File: src/core/dbs_pkg.sv
// Constants and types shared by the dual buck start-up sequencer.
// Assumes a single 40 MHz system clock standing in for the internal oscillator.
//
// Overview of operation
// - Decode each channel's two select bits into a feedback scale code.
// - Select inputs default low when open, selecting the lowest setting.
// - Both select bits low means bare 0.6V reference, external divider.
// - All timing derives from one fixed-rate clock, nominally 40 MHz oscillator.
// - Bias rising threshold selection follows channel two voltage code.
// - Any block supply not good inhibits switching, switch nodes high impedance.
// - Check starts once supplies good, system enable and a channel enable high.
// - Each channel starts only when its own enable is high.
// - System-enable current sink on only while enable input is below threshold.
// - Latch block configuration when bias first good; resample after bias drop.
// - Pulse channel one master 100ns, sense sharing nodes, compare with config.
// - Then pulse channel two master, sense non-master nodes, compare.
// - Floating block pull-downs enabled only while the check runs.
// - After a passing check wait 100us, then start soft-start.
// - After a failing check repeat every 100us until valid or power lost.
// - After a pass skip checks until bias drops; re-enable goes to soft-start.
// - Soft-start steps reference from zero to full over 4ms.
// - Power-good low in shutdown and start; released after soft-start completes.
// - Power-good drops at once when channel or system enable is removed.
// - Above 115% power-good low until feedback falls below 110%.
// - Below 85% power-good low until feedback returns to 90% or above.
// - Block config code maps to current split and switch-node ownership.
// - Connectivity mismatch, such as tied masters, withholds soft-start on both.

package dbs_pkg;

  // ==========================================================================
  // Timing
  // ==========================================================================
  localparam int  CLK_HZ            = 40_000_000;
  localparam int  PULSE_NS          = 100;
  localparam int  PULSE_CYC         = (PULSE_NS * (CLK_HZ / 1_000_000) + 999) / 1000;
  localparam int  CHECK_GAP_US      = 100;
  localparam int  CHECK_GAP_CYC     = CHECK_GAP_US * (CLK_HZ / 1_000_000);
  localparam int  SOFT_START_MS     = 4;
  localparam int  SOFT_START_CYC    = SOFT_START_MS * (CLK_HZ / 1_000);
  localparam int  RAMP_STEPS        = 64;
  // Sensed nodes trail the pins by two sync flops, so the last pulse cycle
  // shows up one cycle after the pulse window closes
  localparam int  SETTLE_CYC        = 1;

  // ==========================================================================
  // Voltage codes: scale relative to 0.6V reference
  // ==========================================================================
  typedef enum logic [2:0] {
    DBS_SCALE_EXT  = 3'h0,
    DBS_SCALE_1V2  = 3'h1,
    DBS_SCALE_1V5  = 3'h2,
    DBS_SCALE_1V8  = 3'h3,
    DBS_SCALE_2V5  = 3'h4,
    DBS_SCALE_3V3  = 3'h5
  } dbs_scale_e;

  // Switch-node index bits 0..5 stand for nodes one to six; masters are 2 and 5
  localparam logic [5:0] DBS_CH1_MASTER = 6'h02;
  localparam logic [5:0] DBS_CH2_MASTER = 6'h10;
  localparam logic [5:0] DBS_FLOATING   = 6'h2d;

  // ==========================================================================
  // Reset values
  // ==========================================================================
  localparam logic [1:0] CFG_RST      = 2'h0;
  localparam logic [5:0] RAMP_RST     = 6'h00;

endpackage

File: src/core/dbs_sequencer.sv
// Start-up sequencer: supply gating, configuration latch and check, soft-start
// ramp and power-good outputs for two buck channels.
// Assumes pins and analog comparator results are asynchronous to clk_sys.
`timescale 1ns/1ps

module dbs_sequencer
  import dbs_pkg::*;
#(
  parameter int CHECK_GAP   = CHECK_GAP_CYC,
  parameter int SOFT_START  = SOFT_START_CYC
) (
  input  wire logic       clk_sys,
  input  wire logic       sys_rst,
  input  wire logic       ch1_vsel_first,
  input  wire logic       ch1_vsel_second,
  input  wire logic       ch2_vsel_first,
  input  wire logic       ch2_vsel_second,
  input  wire logic       block_cfg_sel_first,
  input  wire logic       block_cfg_sel_second,
  input  wire logic       bias_good_in,
  input  wire logic [5:0] block_supply_in,
  input  wire logic       sys_enable_in,
  input  wire logic       ch1_enable_in,
  input  wire logic       ch2_enable_in,
  input  wire logic [5:0] switch_node_in,
  input  wire logic [1:0] fb_over_115,
  input  wire logic [1:0] fb_below_110,
  input  wire logic [1:0] fb_under_85,
  input  wire logic [1:0] fb_at_90,
  output logic [2:0]      ch1_scale,
  output logic [2:0]      ch2_scale,
  output logic            bias_thresh_high,
  output logic            sys_enable_sink_on,
  output logic [5:0]      switch_node_out,
  output logic [5:0]      switch_node_oe,
  output logic [5:0]      block_pulldown_on,
  output logic            switching_allowed,
  output logic [1:0]      cfg_split,
  output logic            cfg_fault,
  output logic [5:0]      ch1_ref_code,
  output logic [5:0]      ch2_ref_code,
  output logic            ch1_power_good,
  output logic            ch1_power_good_oe,
  output logic            ch2_power_good,
  output logic            ch2_power_good_oe
);

  localparam int NSYNC = 19;

  typedef enum logic [6:0] {
    DBS_IDLE   = 7'h01,
    DBS_PULSE1 = 7'h02,
    DBS_PULSE2 = 7'h04,
    DBS_GAP    = 7'h08,
    DBS_RETRY  = 7'h10,
    DBS_RAMP   = 7'h20,
    DBS_RUN    = 7'h40
  } dbs_state_e;

  // ==========================================================================
  // Input synchronisers
  // ==========================================================================
  logic [NSYNC-1:0] raw_in;
  logic [NSYNC-1:0] sync_a;
  logic [NSYNC-1:0] sync_b;

  assign raw_in = {ch1_vsel_first, ch1_vsel_second, ch2_vsel_first, ch2_vsel_second,
                   block_cfg_sel_first, block_cfg_sel_second, bias_good_in,
                   &block_supply_in, sys_enable_in, ch1_enable_in, ch2_enable_in,
                   switch_node_in, fb_over_115[0], fb_under_85[0]};

  genvar gi;
  generate
    for (gi = 0; gi < NSYNC; gi++) begin : g_sync
      always_ff @(posedge clk_sys or posedge sys_rst) begin
        if (sys_rst) begin
          sync_a[gi] <= 1'b0;
          sync_b[gi] <= 1'b0;
        end else begin
          sync_a[gi] <= raw_in[gi];
          sync_b[gi] <= sync_a[gi];
        end
      end
    end
  endgenerate

  // Feedback comparators for channel one's fast trips go through the vector above;
  // the remaining comparator bits get their own pair of stages here.
  logic [5:0] fb_a;
  logic [5:0] fb_b;
  always_ff @(posedge clk_sys or posedge sys_rst) begin
    if (sys_rst) begin
      fb_a <= 6'h00;
      fb_b <= 6'h00;
    end else begin
      fb_a <= {fb_over_115[1], fb_under_85[1], fb_below_110, fb_at_90};
      fb_b <= fb_a;
    end
  end

  logic       v1a, v1b, v2a, v2b, cfga, cfgb;
  logic       bias_ok, blocks_ok, sys_en, en1, en2;
  logic [5:0] node_seen;
  assign v1a       = sync_b[18];
  assign v1b       = sync_b[17];
  assign v2a       = sync_b[16];
  assign v2b       = sync_b[15];
  assign cfga      = sync_b[14];
  assign cfgb      = sync_b[13];
  assign bias_ok   = sync_b[12];
  assign blocks_ok = sync_b[11];
  assign sys_en    = sync_b[10];
  assign en1       = sync_b[9];
  assign en2       = sync_b[8];
  assign node_seen = sync_b[7:2];

  // ==========================================================================
  // Voltage selection decode
  // ==========================================================================
  // Open pins are pulled low externally, so 00 is the safe default
  always_ff @(posedge clk_sys or posedge sys_rst) begin
    if (sys_rst) begin
      ch1_scale <= DBS_SCALE_EXT;
      ch2_scale <= DBS_SCALE_EXT;
    end else begin
      unique case ({v1a, v1b})
        2'h3:    ch1_scale <= DBS_SCALE_1V8;
        2'h1:    ch1_scale <= DBS_SCALE_1V5;
        2'h2:    ch1_scale <= DBS_SCALE_1V2;
        2'h0:    ch1_scale <= DBS_SCALE_EXT;
      endcase
      unique case ({v2a, v2b})
        2'h3:    ch2_scale <= DBS_SCALE_3V3;
        2'h1:    ch2_scale <= DBS_SCALE_2V5;
        2'h2:    ch2_scale <= DBS_SCALE_1V8;
        2'h0:    ch2_scale <= DBS_SCALE_EXT;
      endcase
    end
  end

  // High threshold only for the 3.3V setting of channel two
  assign bias_thresh_high = (ch2_scale == DBS_SCALE_3V3);

  // Sink stays on until the enable pin crosses its threshold
  assign sys_enable_sink_on = !sys_en;

  // ==========================================================================
  // Block configuration latch
  // ==========================================================================
  logic cfg_held;
  always_ff @(posedge clk_sys or posedge sys_rst) begin
    if (sys_rst) begin
      cfg_held  <= 1'b0;
      cfg_split <= CFG_RST;
    end else if (!bias_ok) begin
      cfg_held <= 1'b0;
    end else if (!cfg_held) begin
      cfg_held  <= 1'b1;
      cfg_split <= {cfga, cfgb};
    end
  end

  // Expected sharing per split: nodes (bit0=node1) tied to each master
  logic [5:0] exp_ch1;
  logic [5:0] exp_ch2;
  always_comb begin
    unique case (cfg_split)
      2'h3:    begin exp_ch1 = 6'h07; exp_ch2 = 6'h38; end
      2'h2:    begin exp_ch1 = 6'h0f; exp_ch2 = 6'h30; end
      2'h1:    begin exp_ch1 = 6'h2f; exp_ch2 = 6'h10; end
      2'h0:    begin exp_ch1 = 6'h03; exp_ch2 = 6'h3c; end
    endcase
  end

  // ==========================================================================
  // Sequencer
  // ==========================================================================
  dbs_state_e  state;
  logic [22:0] timer;
  logic        checked_ok;
  logic        ch1_ok;
  logic        start_req;
  logic        ramp_done;

  assign start_req = bias_ok && blocks_ok && sys_en && (en1 || en2);

  always_ff @(posedge clk_sys or posedge sys_rst) begin
    if (sys_rst) begin
      state      <= DBS_IDLE;
      timer      <= '0;
      ch1_ok     <= 1'b0;
      checked_ok <= 1'b0;
      cfg_fault  <= 1'b0;
    end else if (!bias_ok || !blocks_ok || !start_req) begin
      state <= DBS_IDLE;
      timer <= '0;
      if (!bias_ok) begin
        checked_ok <= 1'b0;
      end
    end else begin
      timer <= timer + 23'd1;
      unique case (state)
        DBS_IDLE: begin
          timer <= '0;
          state <= checked_ok ? DBS_RAMP : DBS_PULSE1;
        end
        DBS_PULSE1: if (timer == 23'(PULSE_CYC + SETTLE_CYC)) begin
          ch1_ok <= ((node_seen | DBS_CH1_MASTER) == exp_ch1);
          timer  <= '0;
          state  <= DBS_PULSE2;
        end
        DBS_PULSE2: if (timer == 23'(PULSE_CYC + SETTLE_CYC)) begin
          // Tied masters show up as a mismatch on both passes
          cfg_fault <= !(ch1_ok && ((node_seen | DBS_CH2_MASTER) == exp_ch2));
          timer     <= '0;
          state     <= (ch1_ok && ((node_seen | DBS_CH2_MASTER) == exp_ch2)) ? DBS_GAP : DBS_RETRY;
        end
        DBS_GAP: if (timer == 23'(CHECK_GAP - 1)) begin
          checked_ok <= 1'b1;
          timer      <= '0;
          state      <= DBS_RAMP;
        end
        DBS_RETRY: if (timer == 23'(CHECK_GAP - 1)) begin
          timer <= '0;
          state <= DBS_PULSE1;
        end
        DBS_RAMP: if (ramp_done) begin
          state <= DBS_RUN;
        end
        DBS_RUN: timer <= '0;
      endcase
    end
  end

  // Master drive during the 100ns pulse; all else released
  logic pulse_win;
  assign pulse_win = (timer < 23'(PULSE_CYC));
  always_comb begin
    switch_node_out = 6'h00;
    switch_node_oe  = 6'h00;
    if (state == DBS_PULSE1 && pulse_win) begin
      switch_node_out = DBS_CH1_MASTER;
      switch_node_oe  = DBS_CH1_MASTER;
    end else if (state == DBS_PULSE2 && pulse_win) begin
      switch_node_out = DBS_CH2_MASTER;
      switch_node_oe  = DBS_CH2_MASTER;
    end
  end

  assign block_pulldown_on = (state == DBS_PULSE1 || state == DBS_PULSE2) ? DBS_FLOATING : 6'h00;
  assign switching_allowed = bias_ok && blocks_ok && (state == DBS_RAMP || state == DBS_RUN);

  // ==========================================================================
  // Soft-start ramp
  // ==========================================================================
  // One step per interval; ramp speed is fixed, not scaled per channel
  localparam int STEP_CYC = SOFT_START / RAMP_STEPS;
  logic [22:0] step_cnt;
  logic [5:0]  ramp;
  logic        ramp_full;
  always_ff @(posedge clk_sys or posedge sys_rst) begin
    if (sys_rst) begin
      step_cnt  <= '0;
      ramp      <= RAMP_RST;
      ramp_full <= 1'b0;
    end else if (state != DBS_RAMP && state != DBS_RUN) begin
      step_cnt  <= '0;
      ramp      <= RAMP_RST;
      ramp_full <= 1'b0;
    end else if (!ramp_full) begin
      if (step_cnt == 23'(STEP_CYC - 1)) begin
        step_cnt <= '0;
        if (ramp == 6'h3f) begin
          ramp_full <= 1'b1;
        end else begin
          ramp <= ramp + 6'h01;
        end
      end else begin
        step_cnt <= step_cnt + 23'd1;
      end
    end
  end
  assign ramp_done = ramp_full;

  // Each channel ramps only while its own enable is high
  always_ff @(posedge clk_sys or posedge sys_rst) begin
    if (sys_rst) begin
      ch1_ref_code <= RAMP_RST;
      ch2_ref_code <= RAMP_RST;
    end else begin
      ch1_ref_code <= en1 ? ramp : RAMP_RST;
      ch2_ref_code <= en2 ? ramp : RAMP_RST;
    end
  end

  // ==========================================================================
  // Power good
  // ==========================================================================
  logic arm1;
  logic arm2;
  logic good1;
  logic good2;
  assign arm1 = (state == DBS_RUN) && sys_en && en1;
  assign arm2 = (state == DBS_RUN) && sys_en && en2;

  dbs_pg_window u_pg1 (
    .clk_sys   (clk_sys),
    .sys_rst   (sys_rst),
    .armed     (arm1),
    .over_115  (sync_b[1]),
    .below_110 (fb_b[2]),
    .under_85  (sync_b[0]),
    .at_90     (fb_b[0]),
    .good      (good1)
  );

  dbs_pg_window u_pg2 (
    .clk_sys   (clk_sys),
    .sys_rst   (sys_rst),
    .armed     (arm2),
    .over_115  (fb_b[5]),
    .below_110 (fb_b[3]),
    .under_85  (fb_b[4]),
    .at_90     (fb_b[1]),
    .good      (good2)
  );

  // Open drain: enable high pulls the pin low; the drop must not wait a cycle
  assign ch1_power_good    = 1'b0;
  assign ch2_power_good    = 1'b0;
  assign ch1_power_good_oe = !(good1 && arm1);
  assign ch2_power_good_oe = !(good2 && arm2);
endmodule // dbs_sequencer

File: src/core/dbs_pg_window.sv
// Per-channel power-good window with hysteresis.
// Assumes comparator results are already synchronised to clk_sys.
`timescale 1ns/1ps

module dbs_pg_window
  import dbs_pkg::*;
(
  input  wire logic clk_sys,
  input  wire logic sys_rst,
  input  wire logic armed,
  input  wire logic over_115,
  input  wire logic below_110,
  input  wire logic under_85,
  input  wire logic at_90,
  output logic      good
);

  logic ov_trip;
  logic uv_trip;

  // ==========================================================================
  // Window trackers
  // ==========================================================================
  always_ff @(posedge clk_sys or posedge sys_rst) begin
    if (sys_rst) begin
      ov_trip <= 1'b0;
    end else if (!armed) begin
      ov_trip <= 1'b0;
    end else if (over_115) begin
      ov_trip <= 1'b1;
    end else if (below_110) begin
      ov_trip <= 1'b0;
    end
  end

  always_ff @(posedge clk_sys or posedge sys_rst) begin
    if (sys_rst) begin
      uv_trip <= 1'b0;
    end else if (!armed) begin
      uv_trip <= 1'b0;
    end else if (under_85) begin
      uv_trip <= 1'b1;
    end else if (at_90) begin
      uv_trip <= 1'b0;
    end
  end

  // Window only counts once the channel is armed after its ramp
  always_ff @(posedge clk_sys or posedge sys_rst) begin
    if (sys_rst) begin
      good <= 1'b0;
    end else begin
      good <= armed && !ov_trip && !uv_trip && !over_115 && !under_85;
    end
  end
endmodule // dbs_pg_window

File: config.mk
export PLATFORM = sky130hd
export DESIGN_NAME = dbs_sequencer
export DESIGN_NICKNAME = d
export VERILOG_FILES = /design/src/core/dbs_pkg.sv /design/src/core/dbs_sequencer.sv /design/src/core/dbs_pg_window.sv
export SDC_FILE = /design/constraint.sdc
export NUM_CORES = 1
export LEC_CHECK = 0
export ABC_AREA = 1
export ABC_CLOCK_PERIOD_IN_PS = 5400
export BUFFER_PORTS_ARGS = -buffer_cell sky130_fd_sc_hd__buf_2
export CAP_MARGIN = 5
export CORE_MARGIN = 1.5
export CORE_UTILIZATION = 55
export CTS_CLUSTER_SIZE = 16
export DETAILED_ROUTE_END_ITERATION = 8
export GPL_ROUTABILITY_DRIVEN = 0
export PLACE_DENSITY = 0.76
export SETUP_SLACK_MARGIN = 0.4
export SYNTH_ARGS = -nofsm -noshare
export SYNTH_HDL_FRONTEND = slang
export SYNTH_SLANG_ARGS = --single-unit
File: constraint.sdc
create_clock -name clk_sys -period 5.4 [get_ports clk_sys]
set_clock_uncertainty 0.15 [all_clocks]
set_input_delay 0.27 -clock clk_sys [delete_from_list [all_inputs] [get_ports clk_sys]]
set_output_delay 0.27 -clock clk_sys [all_outputs]
set_load 0.01 [all_outputs]
======== Yosys cells after proc, flatten, opt, wreduce, memory -nomap -nowiden ========
Cells that the tools add are included.
W data, S select, Z words.
cells by class
  add/sub/neg operators ................... 3
  order comparisons ....................... 1
  equality and inequality tests ........... 37
  multiplexer cells ....................... 50
  bitwise logic cells ..................... 2
  reduce and logical (&&, ||, !) cells .... 58
operator list
  kind                     count
  $mux W23                 6
  $pmux W23 S3             1
  $mux W6                  9
  $pmux W6 S4              2
  $add A23 B1 Y23 const B  2
  $eq A23 B12 Y1 const B   2
  $mux W7                  6
  $pmux W7 S6              1
  $ne A3 B3 Y1 const B     9
  $pmux W3 S4              2
  $eq A23 B3 Y1 const B    1
  $lt A23 B3 Y1 const B    1
  $logic_and A1 B1 Y1      21
  $mux W1                  21
  $logic_not A1 Y1         15
  $eq A2 B2 Y1 const B     6
  $eq A6 B6 Y1             2
  $reduce_and A3 Y1        4
  $reduce_and A6 Y1        2
  $mux W5                  2
  $eq A7 B1 Y1 const B     1
  $eq A7 B2 Y1 const B     1
  $eq A7 B3 Y1 const B     1
  $eq A7 B4 Y1 const B     1
  other kinds (18)         32
storage, ports and cells
  flip-flop bits (word level) ............. 140
  input port bits ......................... 32
  output and inout port bits .............. 46
  word-level logic and storage cells ...... 211

======== Logic depth before layout (Yosys ltp) ========
Gate-level depths: netlist of run 1.
  depth in word-level cells ............... 8
  gate-level depth with buffers ........... 12

======== By module ========
A second synthesis of run 1 with hierarchy kept.
second synthesis, totals
  cell total of the unflattened synthesis .. 718
  area, all modules ....................... 6467.5 µm²
by module, submodules not included
  module         times used  cells an instance  area each (µm²)  seq. area each (µm²)
  dbs_sequencer  1           684                6202.2           3329.4
  dbs_pg_window  2           17                 132.6            75.1

======== Worst setup path before layout of run 1 ========
No wires, ideal clock.
  kind .................................... flip-flop to flip-flop
  from .................................... register state[0]
  to ...................................... register timer[20]
  library setup time ...................... 122 ps
  data arrival time ....................... 1459 ps
  required time ........................... 5128 ps
  slack ................................... 3669 ps
  stages on the path, launching flop included .. 13
  buffers on the path ..................... 1
  period minus slack after synthesis ...... 1731 ps
  path through ............................ dfstp_2 -> inv_1 -> nand2_1 -> nor2_1 -> nand2_2 -> nand2_2 -> nand2_1 -> inv_1 -> nor2_1 -> nand2_2 -> nand2_2 -> buf_6 -> nor2_4
between the ends
  word-level cells in the longest chain between the ends .. 4
  elaborated cells between the ends (all ways) .. 11
  classes of those cells .................. eq/ne: 6; mux: 2; reduce/logical: 3
ends and longest elaborated chain
  item                                        line                  text
  start: declaration                          dbs_sequencer.sv:178  dbs_state_e state;
  start signal: assignment                    dbs_sequencer.sv:205  state <= checked_ok ? DBS_RAMP : DBS_PULSE1;
  start signal: assignment                    dbs_sequencer.sv:216  state <= (ch1_ok && ((node_seen | DBS_CH2_MASTER) == exp_ch2)) ? DBS_GAP : DBS_RETRY;
  $eq A7 B7 Y1, or another cell as far along  dbs_sequencer.sv:202  unique case (state)
  $reduce_or A2 Y1 (no source line)           n/a
  $pmux W23 S3 (*)                            dbs_sequencer.sv:202
  $mux W23 (*)                                dbs_sequencer.sv:194  end else if (!bias_ok || !blocks_ok || !start_req) begin
  end signal: assignment                      dbs_sequencer.sv:201  timer <= timer + 23'd1;
  end: declaration                            dbs_sequencer.sv:179  logic [22:0] timer;
Mark *: on every way between the ends. The rest lies on a longest branch, timed or not.
A chain may end at the register's enable or synchronous reset.

======== Final worst setup path of run 1 ========
  from .................................... register state[3]
  to ...................................... output port switching_allowed
between the ends
  word-level cells in the longest chain between the ends .. 3
  elaborated cells between the ends (all ways) .. 4
  classes of those cells .................. eq/ne: 2; reduce/logical: 2
ends and longest elaborated chain
  item                                                 line                  text
  $eq A7 B6 Y1 / $eq A7 B7 Y1 (equally long branches)  dbs_sequencer.sv:251  assign switching_allowed = bias_ok && blocks_ok && (state == DBS_RAMP || state == DBS_RUN);
  $logic_or A1 B1 Y1 (*)                               dbs_sequencer.sv:251
  $logic_and A1 B1 Y1 (*)                              dbs_sequencer.sv:251
  end: declaration                                     dbs_sequencer.sv:37   output logic switching_allowed,
Marks and branches as above.

==> results.sh, run 1 <==
export IMPL_placed_cells=948
export IMPL_cts_path_max_buffers=2
export IMPL_tritoncts="done"
export IMPL_antenna_found_initial=0
export IMPL_irDropWorstVdd_mv=0.455
export IMPL_synthMuxAreaShare=0
export IMPL_synthSimpleGateAreaFrac=0.291
export IMPL_root_buffer="clkbuf_16"
export IMPL_cts_clk_slew_worst_paths_ns=0.06
export IMPL_max_freq_mhz=382
export IMPL_ant_nets=0
export IMPL_vias=5387
export IMPL_hold_end="fb_b[4]$_DFF_PP0_"
export IMPL_synth_top_area_frac=0.527
export IMPL_finalSetupViolCount=0
export IMPL_endpoint_kind="primary output"
export IMPL_final_hold_violation_count=0
export IMPL_antenna_cells=0
export IMPL_synth_adder_area_share=0.0153
export IMPL_final_net_count=892
export IMPL_reg2reg_to="step_cnt[14]$_DFFE_PP0P_"
export IMPL_grt_pass1_vias=5365
export IMPL_drt_met1_wl_um=6060
export IMPL_numPortBuffers=64
export IMPL_met3_length_um=790
export IMPL_fp_row_count=39
export IMPL_p_comb_frac=0.035
export IMPL_p_sw_uw=511
export IMPL_fillers=852
export IMPL_outcome="finished with violations"
export IMPL_die_x_um=112
export IMPL_post_route_min_period_ns=2.62
export IMPL_postSynthAreaPerCell_um2=8.59
export IMPL_dp_hpwl_um=9590
export IMPL_rrSetupSlack_ns=3.10
export IMPL_vias_per_cell=5.34
export IMPL_io_pins=78
export IMPL_holdPathStages=0
export IMPL_die_area_um2=12600
export IMPL_core_area_um2=11500
export IMPL_synth_top_family_by_area="simple AND/OR/NAND/NOR gates"
export IMPL_p_leak_uw=0.00376
export IMPL_switching_share=0.223
export IMPL_syn_area_um2=6560
export IMPL_drtIter0Drc=393
export IMPL_initial_core_util=0.569
export IMPL_yosysUniqueCellTypes=32
export IMPL_pwr_share_clk=0.495
export IMPL_cp_max_fo=16
export IMPL_grt_max_degree=75
export IMPL_critPathLaunchType="flip-flop"
export IMPL_power_density_nw_per_um2=296
export IMPL_synth_compound_area_share=0.0332
export IMPL_netlist_instances=763
export IMPL_highest_layer="met4"
export IMPL_ys_seq_area_frac=0.531
export IMPL_rsz0062_at_grt="false"
export IMPL_finalCritPeriodShare=0.484
export IMPL_final_cells=1008
export IMPL_drive_gt1_frac=0.165
export IMPL_maxSlewHeadroom=0.466
export IMPL_yosysWarningCount=0
export IMPL_seqPwrFrac=0.470
export IMPL_crit_type="flip-flop to primary output"
export IMPL_grt_pass1_wl_um=25100
export IMPL_whs_ns=0.198
export IMPL_final_setup_tns_ns=0
export IMPL_total_power_uw=2290
export IMPL_remaining_drc_errors=4
export IMPL_drt_pass1_iter_count=9
export IMPL_die_h_um=112
export IMPL_crit_arrival_ns=2.20
export IMPL_required_ns=4.98
export IMPL_synth_xor_area_frac=0.0374
export IMPL_route_met2_wl_um=7370
export IMPL_synth_area_top_cells="dfrtp_1, nand2_1, nor2_1"
export IMPL_violations="design-rule violations"
export IMPL_areaGrowthSynthToFinish_pct=18.0
export IMPL_design_area_um2=7730
export IMPL_reg2regPathDepth=11
export IMPL_dpl_cell_area_um2=6880
export IMPL_drv_cap=0
export IMPL_synth_top_area_cell="dfrtp_1"
export IMPL_grt_ovfl_total=0
export IMPL_routed_wl_um=14600
export IMPL_p_int_uw=1780
export IMPL_clk_latency_ns=0.42
export IMPL_h_tree_depth=4
export IMPL_layout_common_cells="nand2_1, dfrtp_1, nor2_1"
export IMPL_min_from="fb_a[4]$_DFF_PP0_"
export IMPL_cts_setup_buffers=0
export IMPL_ys_ff_latch=139
export IMPL_cts_sink_count=139
export IMPL_layout_commonest_cell="nand2_1"
export IMPL_worst_pin_slew_ns=0.801
export IMPL_wl_per_cell_um=14.4
export IMPL_regToRegStartpoint="state[0]$_DFFE_PP1P_"
export IMPL_grtUsageTotal=0.254
export IMPL_slew_violations=0
export IMPL_cts_made_buffers=17
export IMPL_hold_path_class="flip-flop to flip-flop"
-- worst max-delay path, cell delays in order, from the launching register on --
cell     delay, ns
dfrtp_1       0.42
nor2_1        0.14
nand2_1       0.09
inv_1         0.10
nand2_1       0.12
nand2_2       0.32
inv_1         0.24
nor2_1        0.18
buf_2         0.16
-- cell usage after synthesis --
master    count
nand2_1     151
dfrtp_1     138
nor2_1      102
inv_1        94
nand3_1      65
nand4_1      30
nor2_2       23
xor2_1       23
o21ai_0      22
buf_4        19
nor3_1       18
a21oi_1      14
nand2_2       9
clkbuf_1      8
ha_1          8
nor2_4        5
xnor2_1       5
buf_6         4
o31ai_1       4
buf_2         3
inv_2         3
nand2_4       3
nor4_1        2
or3_1         2
a21o_1        1
buf_1         1
conb_1        1
dfstp_2       1
nand3_2       1
nand3b_1      1
nor3_4        1
nor3b_1       1
-- layout make-up --
type                            instances  area, µm²  share of cell area
Clock buffer                           18        429              0.0555
Tap cell                              143        179              0.0231
Multi-Input combinational cell        504       2520               0.326
Timing Repair Buffer                   93        608              0.0786
Clock inverter                         14        148              0.0191
Sequential cell                       139       3480               0.450
Inverter                               97        369              0.0477
-- sequential cells by signal, indices dropped and copies added (netlist names), 2 cells and up --
| register | flops |
|---|---|
| node_seen | 6 |
| fb_a | 6 |
| sync_a | 19 |
| ch2_scale | 3 |
| sync_b | 2 |
| step_cnt | 23 |
| ramp | 6 |
| ch1_ref_code | 6 |
| cfg_split | 2 |
| state | 7 |
| fb_b | 6 |
| timer | 23 |
| ch1_scale | 2 |
| ch2_ref_code | 6 |
-- per-stage QoR --
stage | worst slack (ns) | utilization
2_1_floorplan | 1.26 | -
3_3_place_gp | 3.26 | 0.597
3_5_place_dp | 3.15 | 0.597
4_1_cts | 2.80 | 0.672
5_1_grt | 2.64 | 0.672
6_report | 2.78 | 0.672
-- power groups by stage --
stage	sequential, µW	combinational (µW)	clock, µW
floorplan	1090	47.2	0
global placement	1090	62.5	0
detailed placement	1090	65.4	0
CTS	1080	81.2	1150
global route	1080	91.8	1200
finish	1080	80.5	1130
-- what timing repair did --
| action | in CTS | in global routing |
|---|---|---|
| hold endpoints to repair | 98 | 0 |
| hold buffers | 28 | 0 |
| gates resized for setup | 0 | 0 |
-- cell families after synthesis --
group,after synthesis
AOI/OAI and AO/OA,41
adders and majority gates,8
and+or+nand+nor,414
buffers and inverters,132
DFF,139
xor gates and xnor gates,28
other,1
-- per-layer routing --
layer | track usage | vias to the layer above
met2 | 0.427 | 209
met4 | 0.0886 | 0
met3 | 0.0713 | 35
li1 | - | 2562
met5 | 0 | -
met1 | 0.317 | 2581
-- worst max-delay path by stage --
stage | from | end | slack [ns] | cells after the start
2_1_floorplan | sys_rst | bias_ok$_DFF_PP0_ | 1.26 | 1
3_3_place_gp | timer[6]$_DFF_PP0_ | timer[20]$_DFF_PP0_ | 3.26 | 10
3_5_place_dp | state[0]$_DFFE_PP1P_ | step_cnt[14]$_DFFE_PP0P_ | 3.15 | 11
4_1_cts | state[3]$_DFFE_PP0P_ | switching_allowed | 2.80 | 8
5_1_grt | state[3]$_DFFE_PP0P_ | switching_allowed | 2.64 | 8
6_report | state[3]$_DFFE_PP0P_ | switching_allowed | 2.78 | 8
Power figures use the tool's default switching activity.
==> inputs of run 2 (changes only) <==
ABC_AREA = 0   (was 1)
ABC_CLOCK_PERIOD_IN_PS = 2670   (was 5400)
clock period = 2.67 ns   (was 5.4 ns; I/O delays follow)
==> results.sh, run 2 <==
export IMPL_crit_chain="or4_4, or4b_4, nor3_4, buf_2"
export IMPL_syn_area_um2=6000
export IMPL_yosysMostFrequentCell="dfrtp_1"
export IMPL_fillers=583
export IMPL_ff_latch_area_um2=3480
export IMPL_yosys_top_cells_count="dfrtp_1, nor2_1, nor3_1"
export IMPL_yosysWarningCount=0
export IMPL_synth_edff_count=0
export IMPL_netlist_instances=533
export IMPL_clk_latency_ns=0.51
export IMPL_cts_path_max_buffers=2
export IMPL_layout_commonest_cell="dfrtp_1"
export IMPL_p_sw_uw=947
export IMPL_drt_pass1_iter_count=7
export IMPL_fp_row_count=37
export IMPL_maxSlewHeadroom=0.563
export IMPL_cts_clk_slew_worst_paths_ns=0.06
export IMPL_ys_ff_latch=139
export IMPL_vias=4648
export IMPL_p_leak_uw=0.00367
export IMPL_endpoint_kind="primary output"
export IMPL_final_setup_tns_ns=0
export IMPL_power_density_nw_per_um2=578
export IMPL_synth_area_top_cells="dfrtp_1, xor2_1, nor3_1"
export IMPL_drive_gt1_frac=0.310
export IMPL_final_util=0.768
export IMPL_p_int_uw=3700
export IMPL_outcome="complete, no violations"
export IMPL_hold_path_class="primary input to flip-flop"
export IMPL_h_tree_depth=4
export IMPL_postSynthAreaPerCell_um2=11.3
export IMPL_drtIter0Drc=365
export IMPL_areaGrowthSynthToFinish_pct=33.9
export IMPL_finalSetupViolCount=0
export IMPL_cp_max_fo=3
export IMPL_rrSetupSlack_ns=0.10
export IMPL_top_regs="step_cnt x23, timer x23, sync_a x19"
export IMPL_regToRegStartpoint="state[3]$_DFFE_PP0P_"
export IMPL_pwr_share_clk=0.495
export IMPL_synth_main_ff_cell="dfrtp_1"
export IMPL_critPathLaunchType="flip-flop"
export IMPL_grt_ovfl_total=0
export IMPL_grtUsageTotal=0.231
export IMPL_die_h_um=107
export IMPL_drv_cap=0
export IMPL_remaining_drc_errors=0
export IMPL_required_ns=2.39
export IMPL_antenna_found_initial=0
export IMPL_grt_pass1_vias=4425
export IMPL_crit_start="state[3]$_DFFE_PP0P_"
export IMPL_ant_nets=0
export IMPL_layout_common_cells="dfrtp_1, buf_2, nor2_1"
export IMPL_multi_input_area_um2=2710
export IMPL_numPortBuffers=64
export IMPL_cp_top_family="simple AND/OR/NAND/NOR gates"
export IMPL_synth_top_area_cell="dfrtp_1"
export IMPL_crit_arrival_ns=2.36
export IMPL_crit_type="flip-flop to primary output"
export IMPL_max_freq_mhz=378
export IMPL_cts_made_buffers=17
export IMPL_cts_sink_count=139
export IMPL_routed_wl_um=14300
export IMPL_vias_per_cell=5.80
export IMPL_tritoncts="done"
export IMPL_die_area_um2=11500
export IMPL_grt_pass1_wl_um=20700
export IMPL_wl_per_cell_um=17.9
export IMPL_synth_top_area_frac=0.575
export IMPL_io_pins=78
export IMPL_min_from="switch_node_in[4]"
export IMPL_root_buffer="clkbuf_8"
export IMPL_crit_buf_inv=1
export IMPL_core_area_um2=10500
export IMPL_crit_slowest_cell="or4_4"
export IMPL_yosysUniqueCellTypes=56
export IMPL_synthArstFlopShare=1.00
export IMPL_worst_pin_slew_ns=0.655
export IMPL_final_hold_violation_count=0
export IMPL_initial_core_util=0.574
export IMPL_rsz0062_at_grt="true"
export IMPL_die_x_um=107
export IMPL_p_comb_frac=0.036
export IMPL_dp_hpwl_um=7790
export IMPL_post_route_min_period_ns=2.64
export IMPL_irDropWorstVdd_mv=0.629
export IMPL_final_net_count=696
export IMPL_ys_seq_area_frac=0.580
export IMPL_grt_max_degree=86
export IMPL_finalCritPeriodShare=0.990
export IMPL_slowest_delay_ns=0.56
export IMPL_switching_share=0.204
export IMPL_slew_violations=0
export IMPL_seqPwrFrac=0.469
==> run 2: what timing repair did <==
item	4_1_cts	5_1_grt
hold endpoints to repair	164	0
endpoints found under the setup margin	43	48
gates resized for setup	21	85
cloned	0	3
pin swaps	9	19
buffers inserted	13	12
hold buffers	28	0
==> run 2: per-stage QoR <==
step	worst slack [ns]	power, µW	cells	hold slack, ns	area, µm²
finish	0.0277	4640	802	0.114	8030
global route	-0.0337	4800	801	0.0996	8030
CTS	0.0290	4660	786	0.0882	7450
detailed placement	0.163	2350	717	0.0928	6400
global placement	0.213	2340	717	0.0907	6400
floorplan	0.245	2300	545	0.0149	6060
==> run 2: worst reg2reg max path, cell delays in order, from the launching register on <==
cell	delay, ns
dfrtp_1	0.38
or4_4	0.56
or4b_4	0.54
buf_6	0.14
buf_6	0.10
buf_6	0.11
nor2_4	0.08
nand3_2	0.09
mux2_4	0.30
==> run 2: area by class of cell <==
type / count / area share
clock buffers: 20 / 0.0567
multi-input cells: 349 / 0.337
inverters: 14 / 0.00701
diodes: 1 / 0.000312
flip-flops and latches: 139 / 0.433
well taps: 136 / 0.0212
repair buffers: 135 / 0.130
clock inverters: 8 / 0.0150
==> run 2: power groups by stage <==
| stage | sequential [µW] | clock, µW | combinational [µW] |
|---|---|---|---|
| 6_report | 2180 | 2300 | 167 |
| 4_1_cts | 2180 | 2310 | 166 |
| 5_1_grt | 2180 | 2430 | 189 |
| 3_5_place_dp | 2210 | 0 | 135 |
| 3_3_place_gp | 2210 | 0 | 129 |
| 2_1_floorplan | 2210 | 0 | 94.0 |
==> run 2: cells by family after synthesis <==
| family | count (synthesis) | synth area share |
|---|---|---|
| AOI/OAI and AO/OA | 50 | 0.0532 |
| xor gates and xnor gates | 42 | 0.0613 |
| adders and majority gates | 8 | 0.0167 |
| buffers and inverters | 57 | 0.0557 |
| DFF | 139 | 0.580 |
| muxes | 8 | 0.0138 |
| other | 1 | 0.000625 |
| and+or+nand+nor | 228 | 0.219 |
==> run 2: per-layer routing <==
metal | routed length [µm] | part of all wire | GRT usage | up-vias
met5 | 0 | 0 | 0 | -
met4 | 501 | 0.035 | 0.0940 | 0
met3 | 788 | 0.055 | 0.0496 | 55
met2 | 7340 | 0.51 | 0.378 | 210
met1 | 5690 | 0.40 | 0.300 | 2282
li1 | - | - | - | 2101
==> run 2: path summary, 6_finish.rpt <==
kind	endpoint	cells after the start
setup / recovery	switch_node_oe[4]	4
hold / removal	sync_a[6]$_DFF_PP0_	2
setup reg to reg	cfg_fault$_DFFE_PP0P_	8
hold reg to reg	cfga$_DFF_PP0_	0
max in group asynchronous	timer[14]$_DFF_PP0_	4
min in group asynchronous	step_cnt[17]$_DFFE_PP0P_	4
==> inputs of run 3 (changes only) <==
CORE_ASPECT_RATIO = 1.75   (was not set)
CORE_UTILIZATION = 57   (was 55)
PLACE_DENSITY = 0.79   (was 0.76)
==> results.sh, run 3 (synthesized netlist as in run 2, its figures left out) <==
export IMPL_wl_per_cell_um=19.3
export IMPL_endpoint_kind="primary output"
export IMPL_crit_arrival_ns=2.37
export IMPL_layout_commonest_cell="dfrtp_1"
export IMPL_place_ws_ns=0.145
export IMPL_grt_pass1_vias=4780
export IMPL_final_util=0.783
export IMPL_ant_nets=0
export IMPL_core_area_um2=10200
export IMPL_reg2regPathDepth=8
export IMPL_numPortBuffers=64
export IMPL_finalCritPeriodShare=0.993
export IMPL_rsz0062_at_grt="true"
export IMPL_top_regs="step_cnt x23, timer x23, sync_a x19"
export IMPL_finalWorstSetupSlack_ns=0.0195
export IMPL_vias=4732
export IMPL_outcome="complete, no violations"
export IMPL_holdPathStages=0
export IMPL_dp_hpwl_um=8120
export IMPL_die_area_um2=11200
export IMPL_slew_violations=0
export IMPL_drive_gt1_frac=0.312
export IMPL_regToRegStartpoint="timer[14]$_DFF_PP0_"
export IMPL_cp_max_fo=3
export IMPL_irDropWorstVdd_mv=0.501
export IMPL_finalSetupViolCount=0
export IMPL_grt_pass1_wl_um=22800
export IMPL_cts_made_buffers=17
export IMPL_initial_core_util=0.586
export IMPL_power_density_nw_per_um2=604
export IMPL_critPathLaunchType="flip-flop"
export IMPL_hold_end="fb_b[1]$_DFF_PP0_"
export IMPL_cts_sink_count=139
export IMPL_cts_path_max_buffers=2
export IMPL_areaGrowthSynthToFinish_pct=33.5
export IMPL_drv_cap=0
export IMPL_min_from="fb_a[1]$_DFF_PP0_"
export IMPL_required_ns=2.39
export IMPL_hold_path_class="flip-flop to flip-flop"
export IMPL_cts_clk_slew_worst_paths_ns=0.06
export IMPL_clk_latency_ns=0.41
export IMPL_grtUsageTotal=0.269
export IMPL_grt_ovfl_total=0
export IMPL_fp_row_count=49
export IMPL_grt_max_degree=115
export IMPL_antenna_found_initial=0
export IMPL_drt_pass1_iter_count=5
export IMPL_tritoncts="done"
export IMPL_worst_pin_slew_ns=0.655
export IMPL_vias_per_cell=5.96
export IMPL_die_h_um=139
export IMPL_io_pins=78
export IMPL_h_tree_depth=4
export IMPL_final_net_count=695
export IMPL_maxSlewHeadroom=0.563
export IMPL_drtIter0Drc=391
export IMPL_p_leak_uw=0.00371
export IMPL_layout_common_cells="dfrtp_1, buf_2, nor2_1"
export IMPL_crit_type="flip-flop to primary output"
export IMPL_antenna_cells=0
export IMPL_max_freq_mhz=377
export IMPL_reg2reg_to="timer[5]$_DFF_PP0_"
export IMPL_routed_wl_um=15300
export IMPL_die_x_um=80.6
export IMPL_post_route_min_period_ns=2.65
export IMPL_root_buffer="clkbuf_16"
export IMPL_remaining_drc_errors=0
export IMPL_rrSetupSlack_ns=0.15
export IMPL_final_hold_violation_count=0
## run 3: worst max-delay path: stages, from the launching register on
cell     delay, ns
dfrtp_1       0.38
or4_4         0.55
nor4_4        0.31
nand4_1       0.16
buf_6         0.17
nor3_2        0.19
buf_2         0.19
## run 3: power by group
| part | total, µW | internal [µW] | leakage, µW | switching [µW] |
|---|---|---|---|---|
| Combinational | 170 | 73.4 | 0.00160 | 96.5 |
| Sequential | 2180 | 2150 | 0.00181 | 25.9 |
| Clock | 2490 | 1590 | 0.000303 | 897 |
| Total | 4840 | 3820 | 0.00371 | 1020 |
## run 3: metal layers
metal  global-route usage  routed length (µm)  part of all wire
met5                    0                   0                 0
met4                0.141                 792             0.052
met3               0.0678                 830             0.054
met2                0.487                8590              0.56
met1                0.275                5090              0.33
## run 3: timing repair
item,4_1_cts,5_1_grt
gates cloned,3,1
pin swaps,13,26
hold buffers,28,0
endpoints found under the setup margin,41,46
endpoints found under the hold margin,163,0
resized for setup,31,70
setup buffers,16,9
## run 3: per-stage QoR
step | std cells | total power [µW] | cell area, µm² | hold slack, ns | TNS (ns)
after global routing | 794 | 5000 | 8010 | 0.197 | -0.0404
after detailed placement | 706 | 2350 | 6380 | 0.0928 | 0
after global placement | 706 | 2340 | 6380 | 0.0906 | 0
after CTS | 784 | 4870 | 7560 | 0.193 | 0
after floorplan | 545 | 2300 | 6060 | 0.0149 | 0
final | 794 | 4840 | 8010 | 0.196 | 0
## run 3: area by class of cell
| class | count | area, µm² |
|---|---|---|
| multi-input cells | 349 | 2650 |
| flip-flops and latches | 139 | 3480 |
| fillers | 573 | 2230 |
| repair buffers | 134 | 1040 |
| clock buffers | 18 | 439 |
| clock inverters | 13 | 193 |
| inverters | 14 | 56.3 |
| well taps | 127 | 159 |
## run 3: how the worst max path moves through the flow
stage	from	end	cells after the start
2_1_floorplan	state[4]$_DFFE_PP0P_	ch1_ok$_DFFE_PP0P_	6
3_3_place_gp	timer[18]$_DFF_PP0_	state[0]$_DFFE_PP1P_	5
3_5_place_dp	timer[18]$_DFF_PP0_	state[5]$_DFFE_PP0P_	5
4_1_cts	timer[14]$_DFF_PP0_	switch_node_oe[1]	5
5_1_grt	timer[15]$_DFF_PP0_	switch_node_out[4]	6
6_report	timer[14]$_DFF_PP0_	switch_node_out[4]	6
